## src/bbc_pkg.sv

```systemverilog
// Package: register map, field positions, modes and timing for brightness control
package bbc_pkg;
   // ------------------------------------------------------------
   // Register offsets
   // ------------------------------------------------------------
   localparam logic [7:0] OFS_BOOST_CONFIG = 8'h13;
   localparam logic [7:0] OFS_BRIGHT_MODE = 8'h11;
   localparam logic [7:0] OFS_RAMP_CONFIG = 8'h12;
   localparam logic [7:0] OFS_AUTO_HIGH = 8'h15;
   localparam logic [7:0] OFS_AUTO_LOW = 8'h16;
   localparam logic [7:0] OFS_BRIGHT_LOW = 8'h18;
   localparam logic [7:0] OFS_BRIGHT_HIGH = 8'h19;
   localparam logic [7:0] OFS_STATUS = 8'h1A;
   // ------------------------------------------------------------
   // Field positions and reset values
   // ------------------------------------------------------------
   localparam int BIT_FREQ_SEL = 5;
   localparam int BIT_FREQ_SHIFT = 6;
   localparam int BIT_MIN_IND = 4;
   localparam logic [7:0] RST_BOOST_CONFIG = 8'h00;
   localparam logic [7:0] RST_THRESH = 8'h00;
   localparam logic [7:0] RST_BRIGHT = 8'h00;
   localparam logic [7:0] RST_MODE = 8'h00;
   localparam logic [7:0] RST_RAMP = 8'h00;
   localparam int CODE_W = 11;
   localparam logic [10:0] CODE_MAX = 11'h7FF;
   // ------------------------------------------------------------
   // Timing: ramp step base time and PWM measurement window length
   // ------------------------------------------------------------
   localparam int CLK_MHZ = 100;
   localparam int RAMP_BASE_US = 1000;
   localparam int RAMP_BASE_CYC = RAMP_BASE_US * CLK_MHZ;
   localparam int PWM_WIN_CYC = 2048;
   // ------------------------------------------------------------
   // Types
   // ------------------------------------------------------------
   typedef enum logic [1:0] {
      MODE_REG_ONLY = 2'b00,
      MODE_PWM_ONLY = 2'b01,
      MODE_MUL_RAMP = 2'b10,
      MODE_RAMP_MUL = 2'b11
   } bbc_mode_type;
   typedef enum logic [1:0] {
      FREQ_250K = 2'b00,
      FREQ_500K = 2'b01,
      FREQ_1M = 2'b10
   } bbc_freq_type;
   typedef struct packed {
      logic wr;
      logic rd;
      logic [7:0] addr;
      logic [7:0] wdata;
   } bbc_reg_req_type;
   typedef struct packed {
      bbc_freq_type freq;
      logic shift;
      logic min_ind;
      logic duty_limit;
   } bbc_boost_type;
   function automatic logic [10:0] bbc_mul(input logic [10:0] code,
                                          input logic [10:0] duty);
      logic [21:0] p;
      p = code * duty;
      return p[21:11]; // Truncated to 11 bits
   endfunction
endpackage

```

## src/bbc_ramp.sv

```systemverilog
// Ramp stepper: moves the output code one step per enable toward target
`timescale 1ns/1ps
`default_nettype none
module bbc_ramp
   import bbc_pkg::*;
(
   input wire logic clk_in,
   input wire logic arst_n_in,
   input wire logic step_in,
   input wire logic [10:0] target_in,
   output logic [10:0] code_out,
   output logic busy_out
);
   logic [10:0] code_q;
   // ------------------------------------------------------------
   // One code step per step enable
   // ------------------------------------------------------------
   always_ff @(posedge clk_in or negedge arst_n_in) begin
      if (!arst_n_in) begin
         code_q <= 11'h000;
      end else if (step_in) begin
         if (code_q < target_in) begin
            code_q <= code_q + 11'h001;
         end else if (code_q > target_in) begin
            code_q <= code_q - 11'h001;
         end
      end
   end
   assign code_out = code_q;
   assign busy_out = (code_q != target_in);
   a_ramp_single_step: assert property (@(posedge clk_in)
      disable iff (!arst_n_in)
      !step_in |=> (code_q == $past(code_q)))
      else $error("ramp moved without step");
endmodule // bbc_ramp
`default_nettype wire

```

## src/bbc_top.sv

```systemverilog
// Backlight brightness and boost frequency control core
`timescale 1ns/1ps
`default_nettype none
module bbc_top
   import bbc_pkg::*;
#(
   parameter int RAMP_BASE_CYCLES = RAMP_BASE_CYC,
   parameter int PWM_WINDOW = PWM_WIN_CYC
)
(
   input wire logic clk_in,
   input wire logic arst_n_in,
   input wire logic reg_wr_in,
   input wire logic reg_rd_in,
   input wire logic [7:0] reg_addr_in,
   input wire logic [7:0] reg_wdata_in,
   output logic [7:0] reg_rdata_out,
   input wire logic pwm_in,
   output logic [10:0] brightness_code_out,
   output logic [1:0] boost_freq_out,
   output logic freq_shift_out,
   output logic min_inductor_out,
   output logic max_boost_duty_limit_out
);
   // Window length is tied to the 11-bit duty code, so only 2048 works
   if (RAMP_BASE_CYCLES < 1 || PWM_WINDOW != 2048) begin : g_bad_param
      $error("bbc_top: unsupported parameter values");
   end
   // ------------------------------------------------------------
   // Register file
   // ------------------------------------------------------------
   bbc_reg_req_type req;
   logic [7:0] boost_config_q;
   logic [7:0] auto_high_q;
   logic [7:0] auto_low_q;
   logic [7:0] bright_low_q;
   logic [7:0] bright_high_q;
   logic [7:0] mode_reg_q;
   logic [7:0] ramp_reg_q;
   logic [10:0] brightness_code_q;
   logic [7:0] reg_rdata_q;
   assign req = '{wr: reg_wr_in, rd: reg_rd_in, addr: reg_addr_in,
                  wdata: reg_wdata_in};
   // Plain storage writes
   always_ff @(posedge clk_in or negedge arst_n_in) begin
      if (!arst_n_in) begin
         boost_config_q <= RST_BOOST_CONFIG;
         auto_high_q <= RST_THRESH;
         auto_low_q <= RST_THRESH;
         bright_low_q <= RST_BRIGHT;
         bright_high_q <= RST_BRIGHT;
         mode_reg_q <= RST_MODE;
         ramp_reg_q <= RST_RAMP;
      end else if (req.wr) begin
         unique case (req.addr)
            OFS_BOOST_CONFIG: boost_config_q <= req.wdata;
            OFS_AUTO_HIGH: auto_high_q <= req.wdata;
            OFS_AUTO_LOW: auto_low_q <= req.wdata;
            OFS_BRIGHT_LOW: bright_low_q <= {5'h00, req.wdata[2:0]};
            OFS_BRIGHT_HIGH: bright_high_q <= req.wdata;
            OFS_BRIGHT_MODE: mode_reg_q <= {6'h00, req.wdata[1:0]};
            OFS_RAMP_CONFIG: ramp_reg_q <= {5'h00, req.wdata[2:0]};
            default: ;
         endcase
      end
   end
   // Set-point latched only by the high-byte write
   always_ff @(posedge clk_in or negedge arst_n_in) begin
      if (!arst_n_in) begin
         brightness_code_q <= 11'h000;
      end else if (req.wr && req.addr == OFS_BRIGHT_HIGH) begin
         brightness_code_q <= {req.wdata, bright_low_q[2:0]};
      end
   end
   // ------------------------------------------------------------
   // PWM duty measurement
   // ------------------------------------------------------------
   logic pwm_s1_q;
   logic pwm_s2_q;
   logic [10:0] win_cnt_q;
   logic [11:0] high_cnt_q;
   logic [10:0] duty_q;
   // Two-flop synchroniser; the pin is asynchronous to clk_in
   always_ff @(posedge clk_in or negedge arst_n_in) begin
      if (!arst_n_in) begin
         pwm_s1_q <= 1'b0;
         pwm_s2_q <= 1'b0;
      end else begin
         pwm_s1_q <= pwm_in;
         pwm_s2_q <= pwm_s1_q;
      end
   end
   // High-time count over a fixed window gives duty in 1/2048 units
   always_ff @(posedge clk_in or negedge arst_n_in) begin
      if (!arst_n_in) begin
         win_cnt_q <= 11'h000;
         high_cnt_q <= 12'h000;
         duty_q <= 11'h000;
      end else begin
         win_cnt_q <= win_cnt_q + 11'h001;
         if (win_cnt_q == CODE_MAX) begin
            // Full window saturates to the top code
            if (high_cnt_q + {11'h000, pwm_s2_q} > 12'h7FF) begin
               duty_q <= CODE_MAX;
            end else begin
               duty_q <= high_cnt_q[10:0] + {10'h000, pwm_s2_q};
            end
            high_cnt_q <= 12'h000;
         end else begin
            high_cnt_q <= high_cnt_q + {11'h000, pwm_s2_q};
         end
      end
   end
   // ------------------------------------------------------------
   // Mode selection of ramp target and output combination
   // ------------------------------------------------------------
   bbc_mode_type mode;
   logic [10:0] ramp_target;
   logic [10:0] ramp_code;
   logic [10:0] final_code;
   assign mode = bbc_mode_type'(mode_reg_q[1:0]);
   always_comb begin
      unique case (mode)
         MODE_REG_ONLY: ramp_target = brightness_code_q;
         MODE_PWM_ONLY: ramp_target = duty_q;
         MODE_MUL_RAMP: ramp_target = bbc_mul(brightness_code_q, duty_q);
         MODE_RAMP_MUL: ramp_target = brightness_code_q;
      endcase
   end
   // Duty applied after the ramp in mode 11, so duty changes act at once
   always_comb begin
      if (mode == MODE_RAMP_MUL) begin
         final_code = bbc_mul(ramp_code, duty_q);
      end else begin
         final_code = ramp_code;
      end
   end
   // ------------------------------------------------------------
   // Ramp step timing: eight rates, one cycle at 0, base time doubling per setting from 1
   // ------------------------------------------------------------
   logic [31:0] step_cnt_q;
   logic [31:0] step_len;
   logic step_en;
   logic ramp_busy;
   assign step_len = (ramp_reg_q[2:0] == 3'h0) ? 32'h0000_0001 :
      32'(RAMP_BASE_CYCLES) << (ramp_reg_q[2:0] - 3'h1);
   assign step_en = (step_cnt_q + 32'h0000_0001 >= step_len);
   always_ff @(posedge clk_in or negedge arst_n_in) begin
      if (!arst_n_in) begin
         step_cnt_q <= 32'h0000_0000;
      end else if (step_en || !ramp_busy) begin
         step_cnt_q <= 32'h0000_0000;
      end else begin
         step_cnt_q <= step_cnt_q + 32'h0000_0001;
      end
   end
   bbc_ramp u_ramp (
      .clk_in(clk_in),
      .arst_n_in(arst_n_in),
      .step_in(step_en && ramp_busy),
      .target_in(ramp_target),
      .code_out(ramp_code),
      .busy_out(ramp_busy)
   );
   // Output code registered
   always_ff @(posedge clk_in or negedge arst_n_in) begin
      if (!arst_n_in) begin
         brightness_code_out <= 11'h000;
      end else begin
         brightness_code_out <= final_code;
      end
   end
   // ------------------------------------------------------------
   // Boost frequency selection
   // ------------------------------------------------------------
   logic auto_en;
   bbc_boost_type boost_d;
   bbc_boost_type boost_q;
   assign auto_en = (auto_high_q != 8'h00) || (auto_low_q != 8'h00);
   always_comb begin
      boost_d.shift = boost_config_q[BIT_FREQ_SHIFT];
      boost_d.min_ind = boost_config_q[BIT_MIN_IND];
      if (!auto_en) begin
         boost_d.freq = boost_config_q[BIT_FREQ_SEL] ? FREQ_1M : FREQ_500K;
      end else if (bright_high_q < auto_low_q) begin
         boost_d.freq = FREQ_250K;
      end else if (bright_high_q >= auto_high_q) begin
         boost_d.freq = FREQ_1M;
      end else begin
         boost_d.freq = FREQ_500K;
      end
      boost_d.duty_limit = (boost_d.freq == FREQ_250K);
   end
   always_ff @(posedge clk_in or negedge arst_n_in) begin
      if (!arst_n_in) begin
         boost_q <= '{freq: FREQ_500K, shift: 1'b0, min_ind: 1'b0,
                      duty_limit: 1'b0};
      end else begin
         boost_q <= boost_d;
      end
   end
   assign boost_freq_out = boost_q.freq;
   assign freq_shift_out = boost_q.shift;
   assign min_inductor_out = boost_q.min_ind;
   assign max_boost_duty_limit_out = boost_q.duty_limit;
   // ------------------------------------------------------------
   // Register read-back, one cycle after the read strobe
   // ------------------------------------------------------------
   always_ff @(posedge clk_in or negedge arst_n_in) begin
      if (!arst_n_in) begin
         reg_rdata_q <= 8'h00;
      end else if (req.rd) begin
         unique case (req.addr)
            OFS_BOOST_CONFIG: reg_rdata_q <= boost_config_q;
            OFS_AUTO_HIGH: reg_rdata_q <= auto_high_q;
            OFS_AUTO_LOW: reg_rdata_q <= auto_low_q;
            OFS_BRIGHT_LOW: reg_rdata_q <= bright_low_q;
            OFS_BRIGHT_HIGH: reg_rdata_q <= bright_high_q;
            OFS_BRIGHT_MODE: reg_rdata_q <= mode_reg_q;
            OFS_RAMP_CONFIG: reg_rdata_q <= ramp_reg_q;
            OFS_STATUS: reg_rdata_q <= {3'h0, ramp_busy, auto_en,
                                        boost_q.duty_limit, boost_q.freq};
            default: reg_rdata_q <= 8'h00;
         endcase
      end
   end
   assign reg_rdata_out = reg_rdata_q;
   // ------------------------------------------------------------
   // Checks: register set-point and brightness path
   // ------------------------------------------------------------
   // High-byte write loads the whole code in one go
   a_code_on_msb: assert property (@(posedge clk_in) disable iff (!arst_n_in)
      (req.wr && req.addr == OFS_BRIGHT_HIGH) |=>
      brightness_code_q == {$past(req.wdata), $past(bright_low_q[2:0])})
      else $error("set-point not loaded by high-byte write");
   // Low-byte write alone must not disturb the LEDs
   a_low_no_apply: assert property (@(posedge clk_in) disable iff (!arst_n_in)
      (req.wr && req.addr == OFS_BRIGHT_LOW) |=> $stable(brightness_code_q))
      else $error("low-byte write changed set-point");
   // Only three low bits are kept
   a_low_bits_mask: assert property (@(posedge clk_in) disable iff (!arst_n_in)
      (req.wr && req.addr == OFS_BRIGHT_LOW) |=> bright_low_q[7:3] == 5'h00)
      else $error("low-byte register kept upper bits");
   // Duty code moves only at a window end
   a_duty_update: assert property (@(posedge clk_in) disable iff (!arst_n_in)
      win_cnt_q != CODE_MAX |=> $stable(duty_q))
      else $error("duty changed outside window end");
   // Mode 00 target is the register code
   a_mode00_target: assert property (@(posedge clk_in) disable iff (!arst_n_in)
      mode == MODE_REG_ONLY |-> ramp_target == brightness_code_q)
      else $error("mode 00 target not register code");
   // Mode 01 target is the measured duty
   a_mode01_target: assert property (@(posedge clk_in) disable iff (!arst_n_in)
      mode == MODE_PWM_ONLY |-> ramp_target == duty_q)
      else $error("mode 01 target not duty");
   // Mode 10 ramps the product, not the raw code
   a_mode10_target: assert property (@(posedge clk_in) disable iff (!arst_n_in)
      mode == MODE_MUL_RAMP |->
      ramp_target == bbc_mul(brightness_code_q, duty_q))
      else $error("mode 10 target not product");
   // Outside mode 11 the output is the ramp output, one cycle late
   a_ramp_to_out: assert property (@(posedge clk_in) disable iff (!arst_n_in)
      mode != MODE_RAMP_MUL |=> brightness_code_out == $past(ramp_code))
      else $error("output not ramp output");
   // Mode 11 multiplies after the ramp
   a_mode11_mul: assert property (@(posedge clk_in) disable iff (!arst_n_in)
      mode == MODE_RAMP_MUL |=>
      brightness_code_out == bbc_mul($past(ramp_code), $past(duty_q)))
      else $error("mode 11 output not ramp times duty");
   // Step timer counts while a ramp is pending and no step is due
   a_step_count: assert property (@(posedge clk_in) disable iff (!arst_n_in)
      (ramp_busy && !step_en) |=>
      step_cnt_q == $past(step_cnt_q) + 32'h0000_0001)
      else $error("step timer not counting");
   // ------------------------------------------------------------
   // Checks: boost frequency selection
   // ------------------------------------------------------------
   // Programmed frequency used while both thresholds are zero
   a_auto_off_freq: assert property (@(posedge clk_in) disable iff (!arst_n_in)
      !auto_en |=> boost_q.freq ==
      ($past(boost_config_q[BIT_FREQ_SEL]) ? FREQ_1M : FREQ_500K))
      else $error("programmed frequency not followed");
   // The low frequency always carries the duty limit
   a_250k_limit: assert property (@(posedge clk_in) disable iff (!arst_n_in)
      boost_q.freq == FREQ_250K |-> boost_q.duty_limit)
      else $error("250 kHz without duty limit");
   // And the limit never shows at the higher frequencies
   a_limit_only_250k: assert property (@(posedge clk_in) disable iff (!arst_n_in)
      boost_q.duty_limit |-> boost_q.freq == FREQ_250K)
      else $error("duty limit outside 250 kHz");
   // Unused encoding must never leave the block
   a_freq_legal: assert property (@(posedge clk_in) disable iff (!arst_n_in)
      boost_q.freq != 2'b11)
      else $error("illegal frequency code");
   // Below the low threshold: 250 kHz
   a_auto_low_band: assert property (@(posedge clk_in) disable iff (!arst_n_in)
      (auto_en && bright_high_q < auto_low_q) |=> boost_q.freq == FREQ_250K)
      else $error("auto low band wrong");
   // Between thresholds, low edge included: 500 kHz
   a_auto_mid_band: assert property (@(posedge clk_in) disable iff (!arst_n_in)
      (auto_en && bright_high_q >= auto_low_q && bright_high_q < auto_high_q)
      |=> boost_q.freq == FREQ_500K)
      else $error("auto middle band wrong");
   // At or above both thresholds: 1 MHz
   a_auto_high_band: assert property (@(posedge clk_in) disable iff (!arst_n_in)
      (auto_en && bright_high_q >= auto_low_q && bright_high_q >= auto_high_q)
      |=> boost_q.freq == FREQ_1M)
      else $error("auto high band wrong");
   // Shift and inductor bits are plain registered copies
   a_shift_follow: assert property (@(posedge clk_in) disable iff (!arst_n_in)
      ##1 freq_shift_out == $past(boost_config_q[BIT_FREQ_SHIFT]))
      else $error("frequency shift not following bit 6");
   a_min_ind_follow: assert property (@(posedge clk_in) disable iff (!arst_n_in)
      ##1 min_inductor_out == $past(boost_config_q[BIT_MIN_IND]))
      else $error("inductor bit not following bit 4");
endmodule // bbc_top
`default_nettype wire

```

## config.mk

```make
export PLATFORM = sky130hd
export DESIGN_NAME = bbc_top
export DESIGN_NICKNAME = d
export VERILOG_FILES = /design/src/bbc_pkg.sv /design/src/bbc_ramp.sv /design/src/bbc_top.sv
export SDC_FILE = /design/constraint.sdc
export NUM_CORES = 1
export LEC_CHECK = 0
export CAP_MARGIN = 20
export CORE_MARGIN = 5
export CORE_UTILIZATION = 35
export CTS_CLUSTER_DIAMETER = 200
export CTS_CLUSTER_SIZE = 20
export DETAILED_ROUTE_END_ITERATION = 10
export DONT_BUFFER_PORTS = 1
export GPL_ROUTABILITY_DRIVEN = 1
export GPL_TIMING_DRIVEN = 0
export MAX_ROUTING_LAYER = met4
export PLACE_DENSITY = 0.49
export SYNTH_ARGS = -nofsm -noshare
export SYNTH_HDL_FRONTEND = slang
export SYNTH_SLANG_ARGS = --single-unit
```

## constraint.sdc

```tcl
create_clock -name clk_in -period 8.35 [get_ports clk_in]
set_input_delay 1.67 -clock clk_in [delete_from_list [all_inputs] [get_ports clk_in]]
set_output_delay 1.67 -clock clk_in [all_outputs]
set_load 0.01 [all_outputs]
```

== Word-level counts from Yosys, hierarchy flattened ==
Index checks and enable logic that the tools add are counted.

* Mux-type cells: 13
* Multiply operators: 2
* Shifts and indexed selects: 1
* Reductions and logical operators: 20
* Magnitude comparators: 6
* $add $sub $neg: 7
* Equality and inequality tests: 13

{| class="wikitable"
|+ Operators by type and width
! operator !! count
|-
| equality test 8 x 5 -> 1 bit (second input constant) || 8
|-
| two-way mux 32 bit || 2
|-
| case mux 8 bit (8 select lines) || 1
|-
| multiplier 11 x 11 -> 22 bit || 2
|-
| two-way mux 11 bit || 4
|-
| case mux 11 bit (3 select lines) || 1
|-
| adder 32 x 1 -> 32 bit (second input constant) || 1
|-
| >= comparator 32 bit || 1
|-
| left shift 17 x 3 -> 32 bit (first input constant) || 1
|-
| adder 11 x 1 -> 11 bit (second input constant) || 2
|-
| AND reduction 2 bit || 8
|-
| nonzero test 8 bit || 2
|-
| adder 12 x 1 -> 12 bit || 1
|-
| greater-than comparator 12 x 11 -> 1 bit (second input constant) || 1
|-
| two-way mux 12 bit || 1
|-
| adder 11 x 1 -> 11 bit || 1
|-
| equality test 11 bit (second input constant) || 1
|-
| greater-than comparator 11 bit || 1
|-
| less-than comparator 11 bit || 1
|-
| inequality test 11 bit || 1
|-
| subtractor 11 x 1 -> 11 bit (second input constant) || 1
|-
| >= comparator 8 bit || 1
|-
| less-than comparator 8 bit || 1
|-
| two-way mux 2 bit || 4
|-
| other kinds (10) || 14
|}

* Bits in registers: 154
* Output and inout bits: 24
* Logic and storage cells: 83

== Longest topological paths before layout ==
Gate-level depths: netlist (run 1).

* Word-level depth: 7
* Gate-level depth with buffers: 36
* Gate-level depth less buffers: 35

== By module ==
From an unflattened synthesis (run 1), not the netlist that was laid out.

* Cell total of the unflattened synthesis: 1707
* Area, all modules: 16116.7 sq um

{| class="wikitable"
|+ Modules (own cells, without submodules)
! module !! times used !! seq. area each (sq um) !! cells an instance !! area an instance (sq um)
|-
| bbc_top || 1 || 3379.5 || 1582 || 14985.6
|-
| bbc_ramp || 1 || 275.3 || 125 || 1131.1
|}

== Least setup slack after synthesis (run 1) ==
No wires, ideal clock.

* Path type: register -> register
* Start: register duty_q[4]
* End: register u_ramp.code_q[10], in the netlist u_ramp.code_out[10]
* Path slack: -0.190 ns
* Cell stages (with the launch flop): 36
* Data required time: 8.217 ns
* Path buffers: 1
* Setup time: 0.133 ns
* Clock period less this slack: 8.540 ns
* Arrival time: 8.407 ns
* Path through: dfrtp_1 -> clkbuf_1 -> nand2_1 -> fa_1 -> inv_1 -> fa_1 -> inv_1 -> fa_1 -> inv_1 -> fa_1 -> inv_1 -> fa_1 -> inv_1 -> ha_1 -> a21oi_1 -> o21ai_0 -> a211oi_1 -> a211oi_1 -> nor2_1 -> o21ai_0 -> xnor2_1 -> a221oi_1 -> ha_1 -> a21o_1 -> a21o_1 -> a221o_1 -> a31o_2 -> fa_1 -> a21o_1 -> a211oi_1 -> nor2_1 -> o41ai_1 -> o21ai_0 -> xor2_1 -> nor3b_1 -> xor2_1

* Cells in the longest elaborated chain, start to end: 5

{| class="wikitable"
|+ Ends and longest elaborated chain
! element !! RTL line !! text
|-
| start: declaration || bbc_top.sv:82 || <nowiki>logic [10:0] duty_q;</nowiki>
|-
| start signal: assignment || bbc_top.sv:106 || <nowiki>duty_q <= high_cnt_q[10:0] + {10'h000, pwm_s2_q};</nowiki>
|-
| multiplier 11 x 11 -> 22 bit || bbc_pkg.sv:63 || <nowiki>p = code * duty;</nowiki>
|-
| case mux 11 bit (3 select lines) (*) || bbc_top.sv:123 || <nowiki>unique case (mode)</nowiki>
|-
| greater-than comparator 11 bit, or another cell as far along || bbc_ramp.sv:24 || <nowiki>end else if (code_q > target_in) begin</nowiki>
|-
| nonzero test 2 bit (no source line) / logical AND 1 bit (equally long branches) || n/a ||
|-
| AND reduction 2 bit (no source line) || n/a ||
|-
| end signal: assignment || bbc_ramp.sv:23 || <nowiki>code_q <= code_q + 11'h001;</nowiki>
|-
| end signal: assignment || bbc_ramp.sv:25 || <nowiki>code_q <= code_q - 11'h001;</nowiki>
|-
| end: declaration || bbc_ramp.sv:14 || <nowiki>logic [10:0] code_q;</nowiki>
|}

Every way passes the cells marked *; elsewhere a longest branch is shown, timed or not.
A chain may end at the register's enable or synchronous reset.

== Worst setup path in the final report (run 1) ==
* Start: register duty_q[2]
* End: register u_ramp.code_q[10], in the netlist u_ramp.code_out[10]

Same word-level chain as after synthesis.

==> flow_summary.yaml, run 1 <==
status:
  outcome: "complete, no violations"
clocking:
  clk_pin_slew_ns: 0.06
  clk_latency_ns: 0.45
  cts_num_sinks: 146
  clk_path_buf_depth: 2
  cts_root_buffer: "clkbuf_16"
  htree_levels: 4
  cts_inserted_buffers: 17
  cts_tree: "built"
critical_path:
  r2r_start: "duty_q[2]"
  slowest_delay_ns: 0.59
  crit_top_cell: "fa_1"
  worst-setup-path-type: "reg2reg"
  path_depth: 32
  crit_arrival_ns: 8.66
  cp_top_family: "adder cells"
  slowest_stage: "fa_1"
  r2r-end: "u_ramp.code_out[10]"
  cp-start-kind: "register"
  startpoint: "duty_q[2]"
  worstPathRequired_ns: 8.72
  r2r_cells: 32
  critPathMaxFanout: 4
  r2r_slack_ns: 0.05
  worstSetupEndpointType: "register"
  crit_buf_inv: 4
  crit_end: "u_ramp.code_out[10]"
logic_synthesis:
  synth_area_per_cell_um2: 9.54
  synth_edf_count: 0
  synth_warnings: 0
  synth_cell_types: 69
  synth_area_mm2: 0.0155
  syn_inst: 1623
  synth_seq_cells: 146
  synth-seq-area-share: 0.236
  synth_top_flop_cell: "dfrtp_1"
  async_reset_ff_frac: 1.00
layout:
  diodes: 0
  final_common_cell: "inv_1"
  area_delta_synth_final_pct: 16.1
  layout-drive-gt1-share: 0.152
  fin_nets: 2067
  mostFrequentLayoutCells: "inv_1, nand2_1, ha_1"
  final_util: 0.408
timing:
  fin_crit_sh: 0.993
  setup-violations-final: 0
  slew_violations: 0
  period_needed_ns: 8.30
  fin_ws_ns: 0.0548
  fin_skew_ns: 0.0122
  timing.fmax_ghz: 0.121
  rsz0062_at_grt: "yes"
  hold_violations: 0
  slew_headroom: 0.402
  worst_slew_pin_slew_ns: 0.890
floorplanning:
  die_x_um: 220
  die_h_um: 220
  rows: 77
  coreArea_mm2: 0.0440
  top_level_ports: 45
  initial_core_util: 0.352
  dieArea_mm2: 0.0485
routing:
  finalWirelength_um: 41500
  wl_met1_um: 20000
  viasPerCell: 4.98
  highest_layer: "met4"
  drcViolationCount: 0
  num_vias: 11500
  drt-pass1-iter-count: 5
  drtAntennaViolNets: 0
  wl_met2_um: 18800
  avgRoutedWirePerCell_um: 18.0
  drt_iter0_markers: 640
  wl_met3_um: 1680
power:
  p_int_w: 0.00177
  pwr-share-clk: 0.302
  power_leakage_nw: 8.93
  cellPowerDensity_mw_per_mm2: 156
  pwr-share-comb: 0.353
  swShare: 0.367
  p_switching_w: 0.00103
  ir_worst_vdd_v: 0.000164
  sequentialPowerShare: 0.345
flow_run:
  drv_cap: 0
placed_design:
  dpl.hpwl_um: 31300
  post-place-ws_ns: -1.57
  io_buffers: 0
  gp_congestion: 0.841
min_path:
  hold_path.class: "reg2reg"
global_routing:
  first_global_vias: 12100
  grt_usage: 0.182
  antenna_found_initial: 0
  grt_max_degree: 147
  grt_overflow: 0
  grt_pass1_wl_um: 66600
## power groups by stage
stage                     Sequential, W  Clock [W]  Combinational [W]
after floorplan                0.000898          0           0.000660
after global placement         0.000974          0           0.000822
after detailed placement       0.000975          0           0.000840
after CTS                      0.000961   0.000868           0.000911
after global routing           0.000971   0.000899            0.00110
final                          0.000965   0.000844           0.000986
## worst reg2reg max path, delay by kind of cell, from the launching register on
family | cells | cell delay [ns]
adder cells (fa/ha/maj) | 8 | 3.27
buffers and inverters | 4 | 0.47
AO/OA/AOI/OAI | 12 | 2.84
XOR/XNOR | 3 | 0.47
flip-flops | 1 | 0.48
AND/OR/NAND/NOR | 5 | 0.66
## stage by stage
step / instances / total power, W / hold slack (ns) / setup TNS, ns / area, um^2
after global placement: 2222 / 0.00180 / 0.339 / -19.16 / 16300
after CTS: 2291 / 0.00274 / 0.356 / -0.203 / 17500
after global routing: 2307 / 0.00297 / 0.370 / -0.161 / 18000
after detailed placement: 2223 / 0.00181 / 0.341 / -10.73 / 16300
after floorplan: 1630 / 0.00156 / 0.331 / 0 / 15500
final: 2307 / 0.00280 / 0.350 / 0 / 18000
## Yosys cell counts, drive strengths merged (13+ instances only)
library cell | count | share of area
nor2 | 58 | 0.015
a31oi | 13 | 0.0053
dfrtp | 145 | 0.23
and3 | 15 | 0.0061
nand3 | 36 | 0.012
nor3 | 17 | 0.0055
nor2b | 32 | 0.013
fa | 159 | 0.21
nand2 | 204 | 0.050
and2 | 108 | 0.044
nand4 | 16 | 0.0065
a21o | 30 | 0.015
ha | 185 | 0.15
o21ai | 26 | 0.0084
clkbuf | 59 | 0.014
mux2 | 55 | 0.040
inv | 220 | 0.053
xor2 | 34 | 0.019
a21oi | 39 | 0.013
nor4 | 14 | 0.0070
xnor2 | 36 | 0.020
## timing repair
| item | CTS | global route |
|---|---|---|
| buffers inserted | 36 | 18 |
| hold buffers | 0 | 0 |
| setup endpoints to repair | 31 | 6 |
| pin swaps | 11 | 52 |
| gates resized for setup | 102 | 88 |
## how the worst min path moves through the flow
stage	slack (ns)	end	startpoint	depth (start not counted)
finish	0.35	pwm_s2_q	pwm_s1_q	0
global route	0.37	pwm_s2_q	pwm_s1_q	0
CTS	0.36	pwm_s2_q	pwm_s1_q	0
detailed placement	0.34	pwm_s2_q	pwm_s1_q	0
global placement	0.34	pwm_s2_q	pwm_s1_q	0
floorplan	0.33	pwm_s2_q	pwm_s1_q	0
## sequential cells by signal, indices dropped and copies added (netlist names), 2 cells and up
register,flops
ramp_reg_q,3
bright_high_q,8
high_cnt_q,12
win_cnt_q,11
auto_high_q,8
reg_rdata_out,8
boost_config_q,8
u_ramp.code_out,11
brightness_code_out,11
auto_low_q,8
bright_low_q,3
mode_reg_q,2
boost_freq_out,2
duty_q,11
brightness_code_q,3
step_cnt_q,32
## final cells by class
cell class              count  area (um^2)
multi-input cells        1197        11100
clock inverters            15          216
plain buffers              65          542
repair buffers             53          433
fillers                  4345        26100
well taps                 592          741
flip-flops and latches    146         3680
clock buffers              17          425
inverters                 222          833
## per-layer routing
layer	up-vias	GRT usage
li1	5473	-
met1	5768	0.254
met2	210	0.275
met3	47	0.0268
met4	0	0.0560
met5	-	-
## kinds of logic (layout without fill, tap and decap cells)
group	Yosys count	count (layout)	share of synthesized area
buffers and inverters	287	372	0.0706
other	1	8	0.000242
XOR/XNOR	70	70	0.0396
AND/OR/NAND/NOR	537	537	0.177
multiplexers	64	64	0.0458
flip-flops	146	146	0.236
AO/OA/AOI/OAI	174	174	0.0757
adder cells (fa/ha/maj)	344	344	0.355
Note: power is estimated with default switching activity, not from simulation.
==> inputs of run 2 (changes only) <==
--- a/config.mk
+++ b/config.mk
@@ -13,9 +13,10 @@
 export DETAILED_ROUTE_END_ITERATION = 10
 export DONT_BUFFER_PORTS = 1
 export GPL_ROUTABILITY_DRIVEN = 1
-export GPL_TIMING_DRIVEN = 0
+export GPL_TIMING_DRIVEN = 1
 export MAX_ROUTING_LAYER = met4
 export PLACE_DENSITY = 0.49
+export SLEW_MARGIN = 20
 export SYNTH_ARGS = -nofsm -noshare
 export SYNTH_HDL_FRONTEND = slang
 export SYNTH_SLANG_ARGS = --single-unit
==> run 2 against run 1 <==
Compared with the run above: critical path depth grew 1; combinational power shrank 13%; count of clock-buffer cells in the layout is the same; final cell count shrank 2.5%; core utilization shrank 1.5 points; wire length shrank 7.7%; register-to-register slack gained 0.23 ns; sequential share of layout area grew 0.70 points; cell area shrank 3.7%; worst setup slack gained 0.23 ns; global-route usage shrank 1.1 points; die area is the same; highest routed layer unchanged.
==> flow_summary.yaml, run 2 (synthesized netlist as in run 1, its figures left out) <==
critical_path:
  crit_buf_inv: 6
  slowest_delay_ns: 0.57
  worstSetupEndpointType: "register"
  r2r-end: "u_ramp.code_out[10]"
  cp_top_family: "adder cells"
  worst-setup-path-type: "reg2reg"
  r2r_slack_ns: 0.29
  startpoint: "bright_high_q[2]"
  cp-start-kind: "register"
  crit_end: "u_ramp.code_out[10]"
  crit_arrival_ns: 8.36
  worstPathRequired_ns: 8.65
  r2r_start: "bright_high_q[2]"
  r2r_cells: 33
  slowest_stage: "fa_1"
  path_depth: 33
  critPathMaxFanout: 5
clocking:
  cts_root_buffer: "clkbuf_16"
  cts_num_sinks: 146
  clk_path_buf_depth: 2
  htree_levels: 4
  cts_tree: "built"
  clk_latency_ns: 0.45
  clk_pin_slew_ns: 0.07
  cts_inserted_buffers: 17
layout:
  diodes: 0
  mostFrequentLayoutCells: "inv_1, nand2_1, ha_1"
  largest_register_ffs: 32
  fin_area_mm2: 0.0173
  final_common_cell: "inv_1"
  layout-drive-gt1-share: 0.121
  largest_registers: "step_cnt_q (32), high_cnt_q (12)"
  fin_nets: 2009
  largest-register: "step_cnt_q"
  final_util: 0.393
  area_delta_synth_final_pct: 11.7
min_path:
  min_from: "pwm_s1_q"
  hold_path.class: "reg2reg"
power:
  ir_worst_vdd_v: 0.000135
  power_leakage_nw: 8.65
  cellPowerDensity_mw_per_mm2: 156
status:
  outcome: "complete, no violations"
floorplanning:
  top_level_ports: 45
  die_h_um: 220
  rows: 77
  coreArea_mm2: 0.0440
  dieArea_mm2: 0.0485
  initial_core_util: 0.352
  die_x_um: 220
placed_design:
  gp_congestion: 0.830
  dpl.hpwl_um: 28900
  post-place-ws_ns: -0.237
  io_buffers: 0
  place_area_mm2: 0.0164
routing:
  drcViolationCount: 0
  drt_iter0_markers: 498
  avgRoutedWirePerCell_um: 17.0
  finalWirelength_um: 38300
  num_vias: 11100
  viasPerCell: 4.93
  drtAntennaViolNets: 0
  drt-pass1-iter-count: 4
global_routing:
  antenna_found_initial: 1
  grt_pass1_wl_um: 64000
  grt_max_degree: 147
  grt_overflow: 0
  grt_usage: 0.171
  first_global_vias: 11900
timing:
  hold_violations: 0
  fin_skew_ns: 0.0160
  fin_ws_ns: 0.288
  slew_headroom: 0.415
  slew_violations: 0
  fin_setup_tns_ns: 0
  hold_slack_ns: 0.371
  setup-violations-final: 0
  period_needed_ns: 8.06
  timing.fmax_ghz: 0.124
  worst_slew_pin_slew_ns: 0.870
  fin_crit_sh: 0.965
flow_run:
  drv_cap: 0
[run 2: changes by cell type in the layout (fill, tap and decap cells not counted), sizes merged]
cell and delta:
inv +1, clkinvlp +1, bufinv -2, clkbuf -48, buf -10
[run 2: metal layers]
metal	GRT usage	share of wire	vias to the layer above
met5	-	0	-
met4	0.0422	0.014	0
met3	0.0192	0.018	37
met2	0.282	0.49	113
met1	0.227	0.47	5578
li1	-	-	5367
[run 2: what timing repair did]
action / CTS / global route
endpoints found under the setup margin: 4 / 4
pin swaps: 1 / 35
hold buffers: 0 / 0
buffers inserted: 7 / 9
gates resized for setup: 5 / 40
[run 2: cell type report]
type	instances	area [um^2]
sequential	146	3660
inverter	222	833
tap	592	741
clock inverter	15	190
clock buffer	17	425
timing repair buffer	60	498
multi-input combinational	1197	10900
fill	4443	26700
[run 2: worst min-delay path by stage]
stage	end	slack, ns	cells past startpoint
2_1_floorplan	pwm_s2_q	0.33	0
4_1_cts	pwm_s2_q	0.37	0
3_5_place_dp	pwm_s2_q	0.36	0
3_3_place_gp	pwm_s2_q	0.38	0
6_report	pwm_s2_q	0.37	0
5_1_grt	pwm_s2_q	0.38	0
[run 2: through the flow]
stage / power [W] / std cells
global placement: 0.00182 / 2201
CTS: 0.00267 / 2240
floorplan: 0.00156 / 1630
global route: 0.00287 / 2249
finish: 0.00270 / 2249
detailed placement: 0.00184 / 2201
[run 2: power by group]
part	total [W]	switching, W	internal (W)
Sequential	0.00104	0.000229	0.000806
Combinational	0.000853	0.000404	0.000449
Clock	0.000809	0.000377	0.000432
